$ cat src/include/tcpc_pkg.sv
/*
  Package for the timer / capture / PWM block: register map, field
  positions, reset values, edge-mode codes and shared carrier types.
  Assumes an APB slave with 32-bit data; each register is one word.
*/
package tcpc_pkg;

  // ==========================================================
  // Register indices as printed, and choices of our own
  // ==========================================================
  localparam logic [7:0] IDX_CONFIG = 8'h16;
  localparam logic [7:0] IDX_RUN = 8'h17;
  localparam logic [7:0] IDX_TA = 8'h20;
  localparam logic [7:0] IDX_TB = 8'h21;
  localparam logic [7:0] IDX_PA = 8'h22;
  localparam logic [7:0] IDX_PB = 8'h23;
  localparam logic [7:0] IDX_TC_LO = 8'h24;
  localparam logic [7:0] IDX_TC_HI = 8'h25;
  localparam logic [7:0] IDX_SH_LO = 8'h26;
  localparam logic [7:0] IDX_SH_HI = 8'h27;
  localparam logic [7:0] IDX_CB_LO = 8'h28;
  localparam logic [7:0] IDX_CB_HI = 8'h29;
  localparam logic [7:0] IDX_FLAGS = 8'h2a;
  localparam logic [7:0] IDX_DIR = 8'h2b;

  // ==========================================================
  // Field positions
  // ==========================================================
  localparam int CFG_T1_CS = 0;
  localparam int CFG_T2_CS = 1;
  localparam int CFG_T3_CS = 2;
  localparam int CFG_PAIR = 3;
  localparam int CFG_CAP1_LO = 4;
  localparam int CFG_CAP2_LO = 6;
  localparam int RUN_T1 = 0;
  localparam int RUN_T2 = 1;
  localparam int RUN_T3 = 2;
  localparam int RUN_CAPSEL = 3;
  localparam int RUN_PWMA = 4;
  localparam int RUN_PWMB = 5;
  localparam int RUN_OVR1 = 6;
  localparam int RUN_OVR2 = 7;
  localparam int PWMA_PIN = 2;
  localparam int PWMB_PIN = 3;
  // Flags word: timer_a, timer_b, timer_c, capture_a, capture_b
  localparam int FLG_TA = 0;
  localparam int FLG_TB = 1;
  localparam int FLG_TC = 2;
  localparam int FLG_CA = 3;
  localparam int FLG_CB = 4;
  localparam int FLG_W = 5;

  localparam logic [7:0] CTRL_RESET = 8'h00;
  localparam logic [7:0] DIR_RESET = 8'hff;
  localparam logic [1:0] RUN_WMASK_HI = 2'h0;

  // Internal clock is pclk / 4, as an instruction clock
  localparam logic [1:0] PRESCALE_LAST = 2'h3;

  typedef enum logic [1:0] {
    TCPC_EDGE_FALL = 2'h0,
    TCPC_EDGE_RISE = 2'h1,
    TCPC_EDGE_RISE4 = 2'h2,
    TCPC_EDGE_RISE16 = 2'h3
  } tcpc_edge_t;

  localparam logic [3:0] DIV4_LAST = 4'h3;
  localparam logic [3:0] DIV16_LAST = 4'hf;

  // Capture channel state, carried together
  typedef struct packed {
    logic [15:0] value;
    logic lo_read;
    logic hi_read;
    logic overrun;
  } tcpc_cap_t;

endpackage : tcpc_pkg

$ cat src/hdl/tcpc_top.sv
/*
  Timer / capture / PWM block: timers A and B (8-bit, chainable),
  timer C (16-bit) with two capture channels, PWM pin direction.
  Assumes an APB master on pclk and asynchronous pins on the inputs.
*/
module tcpc_top (
  input wire logic pclk,
  input wire logic presetn,
  input wire logic psel,
  input wire logic penable,
  input wire logic pwrite,
  input wire logic [11:0] paddr,
  input wire logic [31:0] pwdata,
  output logic [31:0] prdata,
  output logic pready,
  output logic pslverr,
  input wire logic ext_clk_ab,
  input wire logic ext_clk_c,
  input wire logic cap_a_pin,
  input wire logic cap_b_pin,
  output logic [5:0] irq_flags,
  output logic pwm_a_oe,
  output logic pwm_b_oe,
  output logic pwm_period_a,
  output logic pwm_period_b
);

  // ==========================================================
  // Registers
  // ==========================================================
  logic [7:0] timer_config_reg;
  logic [7:0] timer_run_control_reg;
  logic [7:0] portb_direction_reg;
  logic [7:0] timer_a_reg, timer_b_reg, period_a_reg, period_b_reg;
  logic [15:0] timer_c_reg, period_c_reg;
  logic [4:0] flags_reg;
  tcpc_pkg::tcpc_cap_t cap_reg [2];
  logic [1:0] prescale_reg;
  logic [2:0] sync_reg [4];
  logic [3:0] div_reg [2];

  // Decode helper used for every access
  function automatic logic hit(input logic [11:0] a, input logic [7:0] idx);
    hit = (a[11:2] == {2'h0, idx});
  endfunction : hit

  logic wr, rd, mapped;
  assign wr = psel & penable & pwrite;
  assign rd = psel & penable & ~pwrite;
  assign pready = 1'b1;
  assign mapped = hit(paddr, tcpc_pkg::IDX_CONFIG) |
    hit(paddr, tcpc_pkg::IDX_RUN) | hit(paddr, tcpc_pkg::IDX_DIR) |
    (paddr[11:2] >= {2'h0, tcpc_pkg::IDX_TA} &&
     paddr[11:2] <= {2'h0, tcpc_pkg::IDX_FLAGS});
  assign pslverr = psel & penable & ~mapped;

  // ==========================================================
  // Pin synchronisers: three flops, change when 2nd and 3rd agree
  // ==========================================================
  logic [3:0] pins;
  logic [3:0] fall, rise;
  assign pins = {cap_b_pin, cap_a_pin, ext_clk_c, ext_clk_ab};
  logic [3:0] lvl_reg;

  genvar g;
  generate
    for (g = 0; g < 4; g++) begin : g_sync
      always_ff @(posedge pclk or negedge presetn) begin
        if (!presetn) begin
          sync_reg[g] <= 3'h0;
          lvl_reg[g] <= 1'b0;
        end else begin
          sync_reg[g] <= {sync_reg[g][1:0], pins[g]};
          if (sync_reg[g][1] == sync_reg[g][2]) begin
            lvl_reg[g] <= sync_reg[g][2];
          end
        end
      end
      assign fall[g] = lvl_reg[g] & ~sync_reg[g][2] &
        (sync_reg[g][1] == sync_reg[g][2]);
      assign rise[g] = ~lvl_reg[g] & sync_reg[g][2] &
        (sync_reg[g][1] == sync_reg[g][2]);
    end
  endgenerate

  // Internal instruction clock tick: one pclk in four
  always_ff @(posedge pclk or negedge presetn) begin
    if (!presetn) prescale_reg <= 2'h0;
    else prescale_reg <= prescale_reg + 2'h1;
  end
  logic int_tick;
  assign int_tick = (prescale_reg == tcpc_pkg::PRESCALE_LAST);

  // ==========================================================
  // Timers A and B
  // ==========================================================
  logic pair, tick_a, tick_b, tick_c;
  logic match_a, match_b, match_ab;
  assign pair = timer_config_reg[tcpc_pkg::CFG_PAIR];
  // Clock select per timer
  assign tick_a = timer_config_reg[tcpc_pkg::CFG_T1_CS] ? fall[0] : int_tick;
  assign tick_b = timer_config_reg[tcpc_pkg::CFG_T2_CS] ? fall[0] : int_tick;
  assign tick_c = timer_config_reg[tcpc_pkg::CFG_T3_CS] ? fall[1] : int_tick;
  assign match_a = timer_a_reg == period_a_reg;
  assign match_b = timer_b_reg == period_b_reg;
  // Pair mode compares the full 16-bit count, A low and B high
  assign match_ab = {timer_b_reg, timer_a_reg} ==
    {period_b_reg, period_a_reg};

  logic run_a, run_b, run_c, step_a, step_b, roll_a, roll_b;
  assign run_a = timer_run_control_reg[tcpc_pkg::RUN_T1];
  assign run_b = timer_run_control_reg[tcpc_pkg::RUN_T2];
  assign run_c = timer_run_control_reg[tcpc_pkg::RUN_T3];
  // Pair mode: A's run and clock drive both; B still needs its run bit
  logic carry_a;
  assign carry_a = (timer_a_reg == 8'hff); // Low byte wraps into B
  assign step_a = run_a & tick_a;
  assign step_b = pair ? (step_a & run_b & carry_a)
                       : (run_b & tick_b);
  assign roll_a = pair ? (step_a & match_ab) : (step_a & match_a);
  assign roll_b = pair ? roll_a : (run_b & tick_b & match_b);

  // Timer A: low byte in pair mode
  always_ff @(posedge pclk or negedge presetn) begin
    if (!presetn) timer_a_reg <= 8'h00;
    else if (wr && hit(paddr, tcpc_pkg::IDX_TA)) timer_a_reg <= pwdata[7:0];
    else if (roll_a) timer_a_reg <= 8'h00;
    else if (step_a) timer_a_reg <= timer_a_reg + 8'h01;
  end

  // Timer B: high byte in pair mode, carried from A wrapping past 8'hff
  always_ff @(posedge pclk or negedge presetn) begin
    if (!presetn) timer_b_reg <= 8'h00;
    else if (wr && hit(paddr, tcpc_pkg::IDX_TB)) timer_b_reg <= pwdata[7:0];
    else if (roll_b) timer_b_reg <= 8'h00;
    else if (step_b)
      timer_b_reg <= timer_b_reg + 8'h01;
  end

  // PWM period strobes from the A/B time base
  always_ff @(posedge pclk or negedge presetn) begin
    if (!presetn) begin
      pwm_period_a <= 1'b0;
      pwm_period_b <= 1'b0;
    end else begin
      pwm_period_a <= roll_a;
      pwm_period_b <= pair ? roll_a : roll_b;
    end
  end

  // PWM pins: enable overrides port direction (1 = input)
  assign pwm_a_oe = timer_run_control_reg[tcpc_pkg::RUN_PWMA] |
    ~portb_direction_reg[tcpc_pkg::PWMA_PIN];
  assign pwm_b_oe = timer_run_control_reg[tcpc_pkg::RUN_PWMB] |
    ~portb_direction_reg[tcpc_pkg::PWMB_PIN];

  // ==========================================================
  // Timer C and its period / capture pair
  // ==========================================================
  logic capsel, roll_c;
  assign capsel = timer_run_control_reg[tcpc_pkg::RUN_CAPSEL];
  assign roll_c = run_c & tick_c & ~capsel &
    (timer_c_reg == period_c_reg);

  always_ff @(posedge pclk or negedge presetn) begin
    if (!presetn) timer_c_reg <= 16'h0000;
    else if (wr && hit(paddr, tcpc_pkg::IDX_TC_LO))
      timer_c_reg[7:0] <= pwdata[7:0];
    else if (wr && hit(paddr, tcpc_pkg::IDX_TC_HI))
      timer_c_reg[15:8] <= pwdata[7:0];
    else if (roll_c) timer_c_reg <= 16'h0000;
    else if (run_c && tick_c) timer_c_reg <= timer_c_reg + 16'h0001;
  end

  always_ff @(posedge pclk or negedge presetn) begin
    if (!presetn) period_c_reg <= 16'h0000;
    else if (wr && !capsel && hit(paddr, tcpc_pkg::IDX_SH_LO))
      period_c_reg[7:0] <= pwdata[7:0];
    else if (wr && !capsel && hit(paddr, tcpc_pkg::IDX_SH_HI))
      period_c_reg[15:8] <= pwdata[7:0];
  end

  // ==========================================================
  // Capture channels (0 = shared pair, 1 = dedicated pair)
  // ==========================================================
  logic [1:0] cap_evt;
  logic [1:0] cap_ok;
  logic [7:0] lo_idx [2];
  logic [7:0] hi_idx [2];
  assign lo_idx[0] = tcpc_pkg::IDX_SH_LO;
  assign hi_idx[0] = tcpc_pkg::IDX_SH_HI;
  assign lo_idx[1] = tcpc_pkg::IDX_CB_LO;
  assign hi_idx[1] = tcpc_pkg::IDX_CB_HI;
  assign cap_ok[0] = capsel;
  assign cap_ok[1] = 1'b1;

  generate
    for (g = 0; g < 2; g++) begin : g_cap
      tcpc_pkg::tcpc_edge_t mode;
      logic rd_lo, rd_hi, both_read;
      assign mode = tcpc_pkg::tcpc_edge_t'(timer_config_reg[
        (g ? tcpc_pkg::CFG_CAP2_LO : tcpc_pkg::CFG_CAP1_LO) +: 2]);
      // Edge selection, with prescale count of rising edges
      always_comb begin
        case (mode)
          tcpc_pkg::TCPC_EDGE_FALL: cap_evt[g] = fall[g + 2];
          tcpc_pkg::TCPC_EDGE_RISE: cap_evt[g] = rise[g + 2];
          tcpc_pkg::TCPC_EDGE_RISE4:
            cap_evt[g] = rise[g + 2] & (div_reg[g] == tcpc_pkg::DIV4_LAST);
          tcpc_pkg::TCPC_EDGE_RISE16:
            cap_evt[g] = rise[g + 2] & (div_reg[g] == tcpc_pkg::DIV16_LAST);
          default: cap_evt[g] = 1'b0;
        endcase
      end
      always_ff @(posedge pclk or negedge presetn) begin
        if (!presetn) div_reg[g] <= 4'h0;
        else if (mode == tcpc_pkg::TCPC_EDGE_RISE4 && rise[g + 2])
          div_reg[g] <= (div_reg[g] == tcpc_pkg::DIV4_LAST) ? 4'h0 :
                        div_reg[g] + 4'h1;
        else if (rise[g + 2]) div_reg[g] <= div_reg[g] + 4'h1;
      end
      assign rd_lo = rd && hit(paddr, lo_idx[g]);
      assign rd_hi = rd && hit(paddr, hi_idx[g]);
      assign both_read = (cap_reg[g].lo_read | rd_lo) &
                         (cap_reg[g].hi_read | rd_hi);
      always_ff @(posedge pclk or negedge presetn) begin
        if (!presetn) begin
          // Nothing held after reset, so the first capture is no overrun
          cap_reg[g] <= '{value: 16'h0000, lo_read: 1'b1, hi_read: 1'b1,
                          overrun: 1'b0};
        end else if (cap_ok[g] && cap_evt[g] &&
                     !(cap_reg[g].lo_read && cap_reg[g].hi_read) &&
                     !both_read) begin
          cap_reg[g].overrun <= 1'b1; // keep oldest value
        end else if (cap_ok[g] && cap_evt[g] && !cap_reg[g].overrun) begin
          cap_reg[g].value <= timer_c_reg;
          cap_reg[g].lo_read <= 1'b0;
          cap_reg[g].hi_read <= 1'b0;
        end else if (both_read) begin
          cap_reg[g].lo_read <= 1'b1;
          cap_reg[g].hi_read <= 1'b1;
          cap_reg[g].overrun <= 1'b0;
        end else begin
          cap_reg[g].lo_read <= cap_reg[g].lo_read | rd_lo;
          cap_reg[g].hi_read <= cap_reg[g].hi_read | rd_hi;
        end
      end
    end
  endgenerate

  // ==========================================================
  // Control registers and flags
  // ==========================================================
  always_ff @(posedge pclk or negedge presetn) begin
    if (!presetn) begin
      timer_config_reg <= tcpc_pkg::CTRL_RESET;
      timer_run_control_reg <= tcpc_pkg::CTRL_RESET;
      portb_direction_reg <= tcpc_pkg::DIR_RESET;
      period_a_reg <= 8'h00;
      period_b_reg <= 8'h00;
    end else begin
      if (wr && hit(paddr, tcpc_pkg::IDX_CONFIG))
        timer_config_reg <= pwdata[7:0];
      if (wr && hit(paddr, tcpc_pkg::IDX_DIR))
        portb_direction_reg <= pwdata[7:0];
      if (wr && hit(paddr, tcpc_pkg::IDX_PA)) period_a_reg <= pwdata[7:0];
      if (wr && hit(paddr, tcpc_pkg::IDX_PB)) period_b_reg <= pwdata[7:0];
      // Overrun bits are read-only mirrors of the capture state
      if (wr && hit(paddr, tcpc_pkg::IDX_RUN))
        timer_run_control_reg <= {tcpc_pkg::RUN_WMASK_HI, pwdata[5:0]};
    end
  end

  // Sticky flags; a new event wins over a software clear
  logic [4:0] flag_set;
  assign flag_set = {cap_ok[1] & cap_evt[1], cap_ok[0] & cap_evt[0],
                     run_c & tick_c & (capsel ? timer_c_reg == 16'hffff
                                              : roll_c),
                     roll_b & ~pair, roll_a};
  always_ff @(posedge pclk or negedge presetn) begin
    if (!presetn) flags_reg <= 5'h00;
    else if (wr && hit(paddr, tcpc_pkg::IDX_FLAGS))
      flags_reg <= (flags_reg & ~pwdata[4:0]) | flag_set;
    else flags_reg <= flags_reg | flag_set;
  end
  assign irq_flags = {1'b0, flags_reg};

  // ==========================================================
  // Read mux
  // ==========================================================
  logic [7:0] rbyte;
  always_comb begin
    rbyte = 8'h00;
    if (hit(paddr, tcpc_pkg::IDX_CONFIG)) rbyte = timer_config_reg;
    if (hit(paddr, tcpc_pkg::IDX_RUN))
      rbyte = {cap_reg[1].overrun, cap_reg[0].overrun,
               timer_run_control_reg[5:0]};
    if (hit(paddr, tcpc_pkg::IDX_TA)) rbyte = timer_a_reg;
    if (hit(paddr, tcpc_pkg::IDX_TB)) rbyte = timer_b_reg;
    if (hit(paddr, tcpc_pkg::IDX_PA)) rbyte = period_a_reg;
    if (hit(paddr, tcpc_pkg::IDX_PB)) rbyte = period_b_reg;
    if (hit(paddr, tcpc_pkg::IDX_TC_LO)) rbyte = timer_c_reg[7:0];
    if (hit(paddr, tcpc_pkg::IDX_TC_HI)) rbyte = timer_c_reg[15:8];
    if (hit(paddr, tcpc_pkg::IDX_SH_LO))
      rbyte = capsel ? cap_reg[0].value[7:0] : period_c_reg[7:0];
    if (hit(paddr, tcpc_pkg::IDX_SH_HI))
      rbyte = capsel ? cap_reg[0].value[15:8] : period_c_reg[15:8];
    if (hit(paddr, tcpc_pkg::IDX_CB_LO)) rbyte = cap_reg[1].value[7:0];
    if (hit(paddr, tcpc_pkg::IDX_CB_HI)) rbyte = cap_reg[1].value[15:8];
    if (hit(paddr, tcpc_pkg::IDX_FLAGS)) rbyte = {3'h0, flags_reg};
    if (hit(paddr, tcpc_pkg::IDX_DIR)) rbyte = portb_direction_reg;
  end
  assign prdata = {24'h000000, rbyte};
endmodule : tcpc_top

$ cat config.mk
export PLATFORM = sky130hd
export DESIGN_NAME = tcpc_top
export DESIGN_NICKNAME = d
export VERILOG_FILES = /design/src/include/tcpc_pkg.sv /design/src/hdl/tcpc_top.sv
export SDC_FILE = /design/constraint.sdc
export NUM_CORES = 1
export LEC_CHECK = 0
export BUFFER_PORTS_ARGS = -buffer_cell sky130_fd_sc_hd__buf_2
export CORE_ASPECT_RATIO = 0.7
export CORE_UTILIZATION = 30
export CTS_CLUSTER_SIZE = 24
export DETAILED_ROUTE_END_ITERATION = 10
export PLACE_DENSITY = 0.49
export SLEW_MARGIN = 20
export SYNTH_ARGS = -nofsm -noshare
export SYNTH_HDL_FRONTEND = slang
export SYNTH_SLANG_ARGS = --single-unit
$ cat constraint.sdc
create_clock -name pclk -period 4.43 [get_ports pclk]
set_clock_uncertainty 0.15 [all_clocks]
set_input_delay 0.2215 -clock pclk [delete_from_list [all_inputs] [get_ports pclk]]
set_output_delay 0.2215 -clock pclk [all_outputs]
set_load 0.02 [all_outputs]
-- After elaboration in Yosys (flattened, before gate mapping)
Index checks and enable logic that the tools add are counted.
- bits of input ports: 53
- output and inout bits: 44
- word-level logic and storage cells: 251
- flip-flop bits (word level): 157
- reduce and logical (&&, ||, !) cells: 54
- $add $sub $neg: 6
- eq/ne operators: 38
- mux-type cells: 54
- magnitude comparators: 2
- bitwise operators: 64
- operators with widths (kind ; count):
    $mux 8 ; 25
    $eq 10x6->1 const B ; 12
    $and 1x1->1 ; 35
    $eq 16x16->1 ; 2
    $mux 16 ; 2
    $logic_and 1x1->1 ; 30
    $mux 4 ; 6
    $eq 10x5->1 const B ; 2
    $add 16x1->16 const B ; 1
    $add 8x1->8 const B ; 2
    $eq 16x16->1 const B ; 1
    $eq 8x8->1 ; 2
    $not 1->1 ; 16
    $mux 1 ; 14
    $reduce_and 2->1 ; 7
    $reduce_bool 3->1 ; 4
    $eq 2x2->1 const B ; 5
    $ge 10x6->1 const B ; 1
    $le 10x6->1 const B ; 1
    $or 5x5->5 ; 2
    $or 1x1->1 ; 9
    $add 4x1->4 const B ; 2
    $eq 4x2->1 const B ; 2
    $eq 4x4->1 const B ; 2
    other kinds (13) ; 33

-- Logic depth before layout (Yosys ltp)
- word-level depth: 15
- depth in mapped cells: 9
- mapped depth without buffers: 8

-- Worst setup path before layout
No wires, ideal clock.
- path kind: input to output
- from: in paddr[5]
- to: out prdata[3]
- arrival time: 2267 ps
- cell stages on the path: 7
- data required time: 4058 ps
- slack: 1791 ps
- path buffers: 1
- cell sequence: or4b_1 nor3_1 buf_2 a21oi_1 o21ai_1 a21oi_1 o41ai_1
- word-level cells in the longest chain between the ends: 15
- elaborated cells on any way between the ends: 28
- classes of those cells: eq/ne: 14; mux: 14
- RTL lines (item ; RTL line ; RTL):
    from (decl) ; tcpc_top.sv:12 ; input wire logic [11:0] paddr,
    $eq 10x5->1 ; tcpc_top.sv:44 ; hit = (a[11:2] == {2'h0, idx});
    $mux 8 ; tcpc_top.sv:294 ; if (hit(paddr, tcpc_pkg::IDX_CONFIG)) rbyte = timer_config_reg;
    $mux 8 ; tcpc_top.sv:295 ; if (hit(paddr, tcpc_pkg::IDX_RUN))
    $mux 8 ; tcpc_top.sv:298 ; if (hit(paddr, tcpc_pkg::IDX_TA)) rbyte = timer_a_reg;
    $mux 8 ; tcpc_top.sv:299 ; if (hit(paddr, tcpc_pkg::IDX_TB)) rbyte = timer_b_reg;
    $mux 8 ; tcpc_top.sv:300 ; if (hit(paddr, tcpc_pkg::IDX_PA)) rbyte = period_a_reg;
    $mux 8 ; tcpc_top.sv:301 ; if (hit(paddr, tcpc_pkg::IDX_PB)) rbyte = period_b_reg;
    $mux 8 ; tcpc_top.sv:302 ; if (hit(paddr, tcpc_pkg::IDX_TC_LO)) rbyte = timer_c_reg[7:0];
    $mux 8 ; tcpc_top.sv:303 ; if (hit(paddr, tcpc_pkg::IDX_TC_HI)) rbyte = timer_c_reg[15:8];
    $mux 8 ; tcpc_top.sv:304 ; if (hit(paddr, tcpc_pkg::IDX_SH_LO))
    $mux 8 ; tcpc_top.sv:306 ; if (hit(paddr, tcpc_pkg::IDX_SH_HI))
    $mux 8 ; tcpc_top.sv:308 ; if (hit(paddr, tcpc_pkg::IDX_CB_LO)) rbyte = cap_reg[1].value[7:0];
    $mux 8 ; tcpc_top.sv:309 ; if (hit(paddr, tcpc_pkg::IDX_CB_HI)) rbyte = cap_reg[1].value[15:8];
    $mux 8 ; tcpc_top.sv:310 ; if (hit(paddr, tcpc_pkg::IDX_FLAGS)) rbyte = {3'h0, flags_reg};
    $mux 8 (*) ; tcpc_top.sv:311 ; if (hit(paddr, tcpc_pkg::IDX_DIR)) rbyte = portb_direction_reg;
    to (decl) ; tcpc_top.sv:14 ; output logic [31:0] prdata,
Mark *: on every way between the ends. The rest lies on a longest branch, timed or not.

-- Worst setup path in the final report
- from: in paddr[5]
- to: out prdata[5]
The elaborated chain is that of the path after synthesis.

==> key figures <==
Final layout
  • Commonest non-fill, non-tap cell in the layout: dfrtp_1
  • Max reg flops: 38
  • Area growth syn-to-layout: 13.3%
  • Most frequent cells in the layout: dfrtp_1, mux2_2, nand2_1
  • # diodes: 0
  • Final #Nets: between 1000 and 1500
  • Register area: 3940 um^2
  • Non-Filler Instances: 1367
  • Area of the multi-input gates: between 4000 and 5000 um^2
  • # fillers: 3087
  • Share of cells above drive strength 1: 0.241

Routing
  • DRC violations left: 0
  • DRT Pass-1 Iters: 5
  • Drt wl/cell: 22.4 um
  • DRT iter0 DRCs: between 700 and 800
  • Vias: 7468
  • Post-DRT Antenna Nets: 0
  • Via density: 5.46
  • Routed wire length: 30.6 mm

Floorplanning
  • Die Ht: approximately 150 um
  • Initial core utilization: 0.306
  • IO Pins: 97
  • Area of the core: 30100 um^2
  • Die ar.: 31500 um^2
  • Site row count: 53
  • DIE WIDTH: about 210 um

Timing
  • Fmax: approximately 310 MHz
  • Endpoints failing setup: 0
  • Hold Vio Cnt, Final: 0
  • Max Slew Vio Count: 0
  • Worst slew pin tran: between 1000 and 1500 ps
  • TNS Setup: 0 ps
  • RSZ-0062 raised after global routing: false
  • Relative slew slack: 0.292
  • Final period utilization: 0.720
  • Min cycle time layout: 3190 ps

Flow run
  • Max Cap Viol: 0

Worst setup path
  • Worst setup SP type: primary input
  • Worst path max stage delay: 620 ps
  • Slowest stage cell, crit path: or4b_1
  • Crit-path leading delay family: simple AND/OR/NAND/NOR gates
  • Reg2Reg Setup Slack: 1490 ps
  • CP max FO: 9
  • Worst endpoint data arrival time: 2820 ps
  • Critical path class: primary input to output port
  • Buf/Inv on CP: 3
  • CP Capture Type: output port
  • Worst Path Required: slightly above 4000 ps
  • Crit-path cells: buf_2, or4b_1, nor3_1, buf_4, a21oi_1, o21ai_0, a21oi_1, o41ai_1, buf_2

Placement
  • # port buffers: 44
  • DP Wirelength: 21.8 mm
  • Placed Cells incl. Taps: about 1300
  • RD Place Congestion: 0.922

Clock network
  • Worst skew pair latency: around 450 ps
  • Cts bufs inserted: 17
  • Clock-pin slew on the worst setup and hold paths: roughly 70 ps
  • Post-CTS Setup Bufs: 0
  • CTS tree: yes
  • # clock sinks: approximately 160
  • Clock Tree Buf Depth: 2
  • Clock root cell: clkbuf_16
  • H-tree depth: 4

Power and ir drop
  • PwrDens: 328 nW/um^2
  • Leakage: between 4 and 5 nW
  • Peak supply drop: 246 uV

Min path
  • Min-Delay Path Class: primary input to register

Yosys
  • Top cells by area, synth: dfrtp_1, mux2_2, dfstp_2, nand2_1, nor2_1
  • Syn Inst Count: approximately 920
  • Synth area leader: dfrtp_1
  • Avg Cell Area, Syn: 10.1 um^2
  • Yosys reg bits: 157
  • Mapped cell area: 9220 um^2
  • Register area share after synthesis: 0.428
  • Share of Yosys cell area claimed by the top area cell type: 0.393
  • Synth warn: 0
  • Synth async-reset ratio: 1.00
  • Count of cell types in the netlist: 81
  • Post-synth EDFFs: 0
  • Main synth FF type: dfrtp_1

GRT
  • Global-route wire length before repair: 46.4 mm
  • GRT Total Usage: 0.201
  • Pin count of the biggest net entering global routing: 86
  • Overflow after GRT: 0
  • Vias in the first global route: approximately 7100
  • Initial antenna violation count: 0

Outcome
  • Outcome: finished, final reports clean
## metrics by stage
stage	hold WS, ps	instance area, um^2	util	setup WS (ps)	total power [W]
2_1_floorplan	-224	9310	-	1790	0.00171
6_report	74.3	10500	0.347	1240	0.00343
4_1_cts	58.5	10500	0.347	1210	0.00346
3_5_place_dp	181	9760	0.324	1220	0.00181
5_1_grt	74.5	10500	0.347	1140	0.00356
3_3_place_gp	180	9760	0.324	1210	0.00181
## cell families (layout without fill, tap and decap cells)
kind of cell	count (synthesis)	after routing	share of synthesized area
compound gates	206	206	0.151
fa+ha+maj	10	10	0.0125
mux	122	122	0.153
other cells	2	26	0.000814
flops	157	157	0.428
buf+inv	104	118	0.0573
xor+xnor	34	34	0.0323
simple gates	282	282	0.166
## report_power, final
part	total [W]	leakage [nW]	internal (W)	switching [W]
clock network	0.00164	0.318	0.00100	0.000635
logic	0.000275	2.22	0.0000884	0.000187
registers	0.00152	2.00	0.00148	0.0000432
total	0.00343	4.54	0.00257	0.000865
## path summary, 6_finish.rpt
check | depth (start not counted) | start | endpoint
worst max register to register | 8 | prescale_reg[0] | timer_c_reg[13]
worst max-delay path | 9 | paddr[5] | prdata[5]
worst min register to register | 0 | sync_reg[6] | sync_reg[7]
worst min-delay path | 3 | pwdata[7] | timer_a_reg[7]
max in group asynchronous | 3 | presetn | portb_direction_reg[1]
min in group asynchronous | 2 | presetn | sync_reg[2]
## worst reg2reg max path, cell delays in order, from the launching register on
cell and delay [ps]:
dfrtp_1 390, ha_1 240, nor2b_1 140, o21ai_0 820, or4_1 260, o21ai_1 70
buf_4 200, or4_1 480, o211ai_1 110
## layer usage
metal,share of wire,global-route usage
met1,0.52,0.328
met2,0.38,0.255
met3,0.081,0.0443
met4,0.016,0.0536
met5,0,0
## cells in the mapped netlist, types with 4 or more instances
library cell  count
a21oi_1          41
a211oi_1          8
a22oi_1          13
buf_1             4
xnor2_1          22
xor2_1           12
o21bai_1          4
o21a_1            4
o22ai_1          13
nand3_1          29
or2_2             5
nor4b_1           5
ha_1              6
inv_1            16
buf_4            26
nor4_1            5
o21ai_0          36
o21ai_1           5
o31ai_1           7
nor3_1            9
nand2b_1         10
a21o_1            8
o41ai_1           5
a31oi_1           8
dfrtp_1         145
mux2i_1          21
o211ai_1         12
and3_1           15
or3_1             7
nor2_1           58
dfstp_2          12
a22o_1            6
buf_2            13
mux2_2           89
or4_1             7
nand4_1          21
and2_1            6
mux2_4            9
nand2_1          71
a31o_2            5
maj3_1            4
nor2b_1           6
clkbuf_1         41
## what timing repair did
action | 4_1_cts | 5_1_grt
hold buffers | 5 | 0
endpoints found under the hold margin | 80 | 0
gates resized for setup | 0 | 0
## final cells by class
cell class | count | area share
Clock buffer | 18 | 0.0411
Clock inverter | 14 | 0.0205
Inverter | 16 | 0.00575
Multi-Input combinational cell | 680 | 0.463
Sequential cell | 157 | 0.377
Tap cell | 412 | 0.0493
Timing Repair Buffer | 70 | 0.0427
No activity file was read; power rests on OpenSTA's default activity.
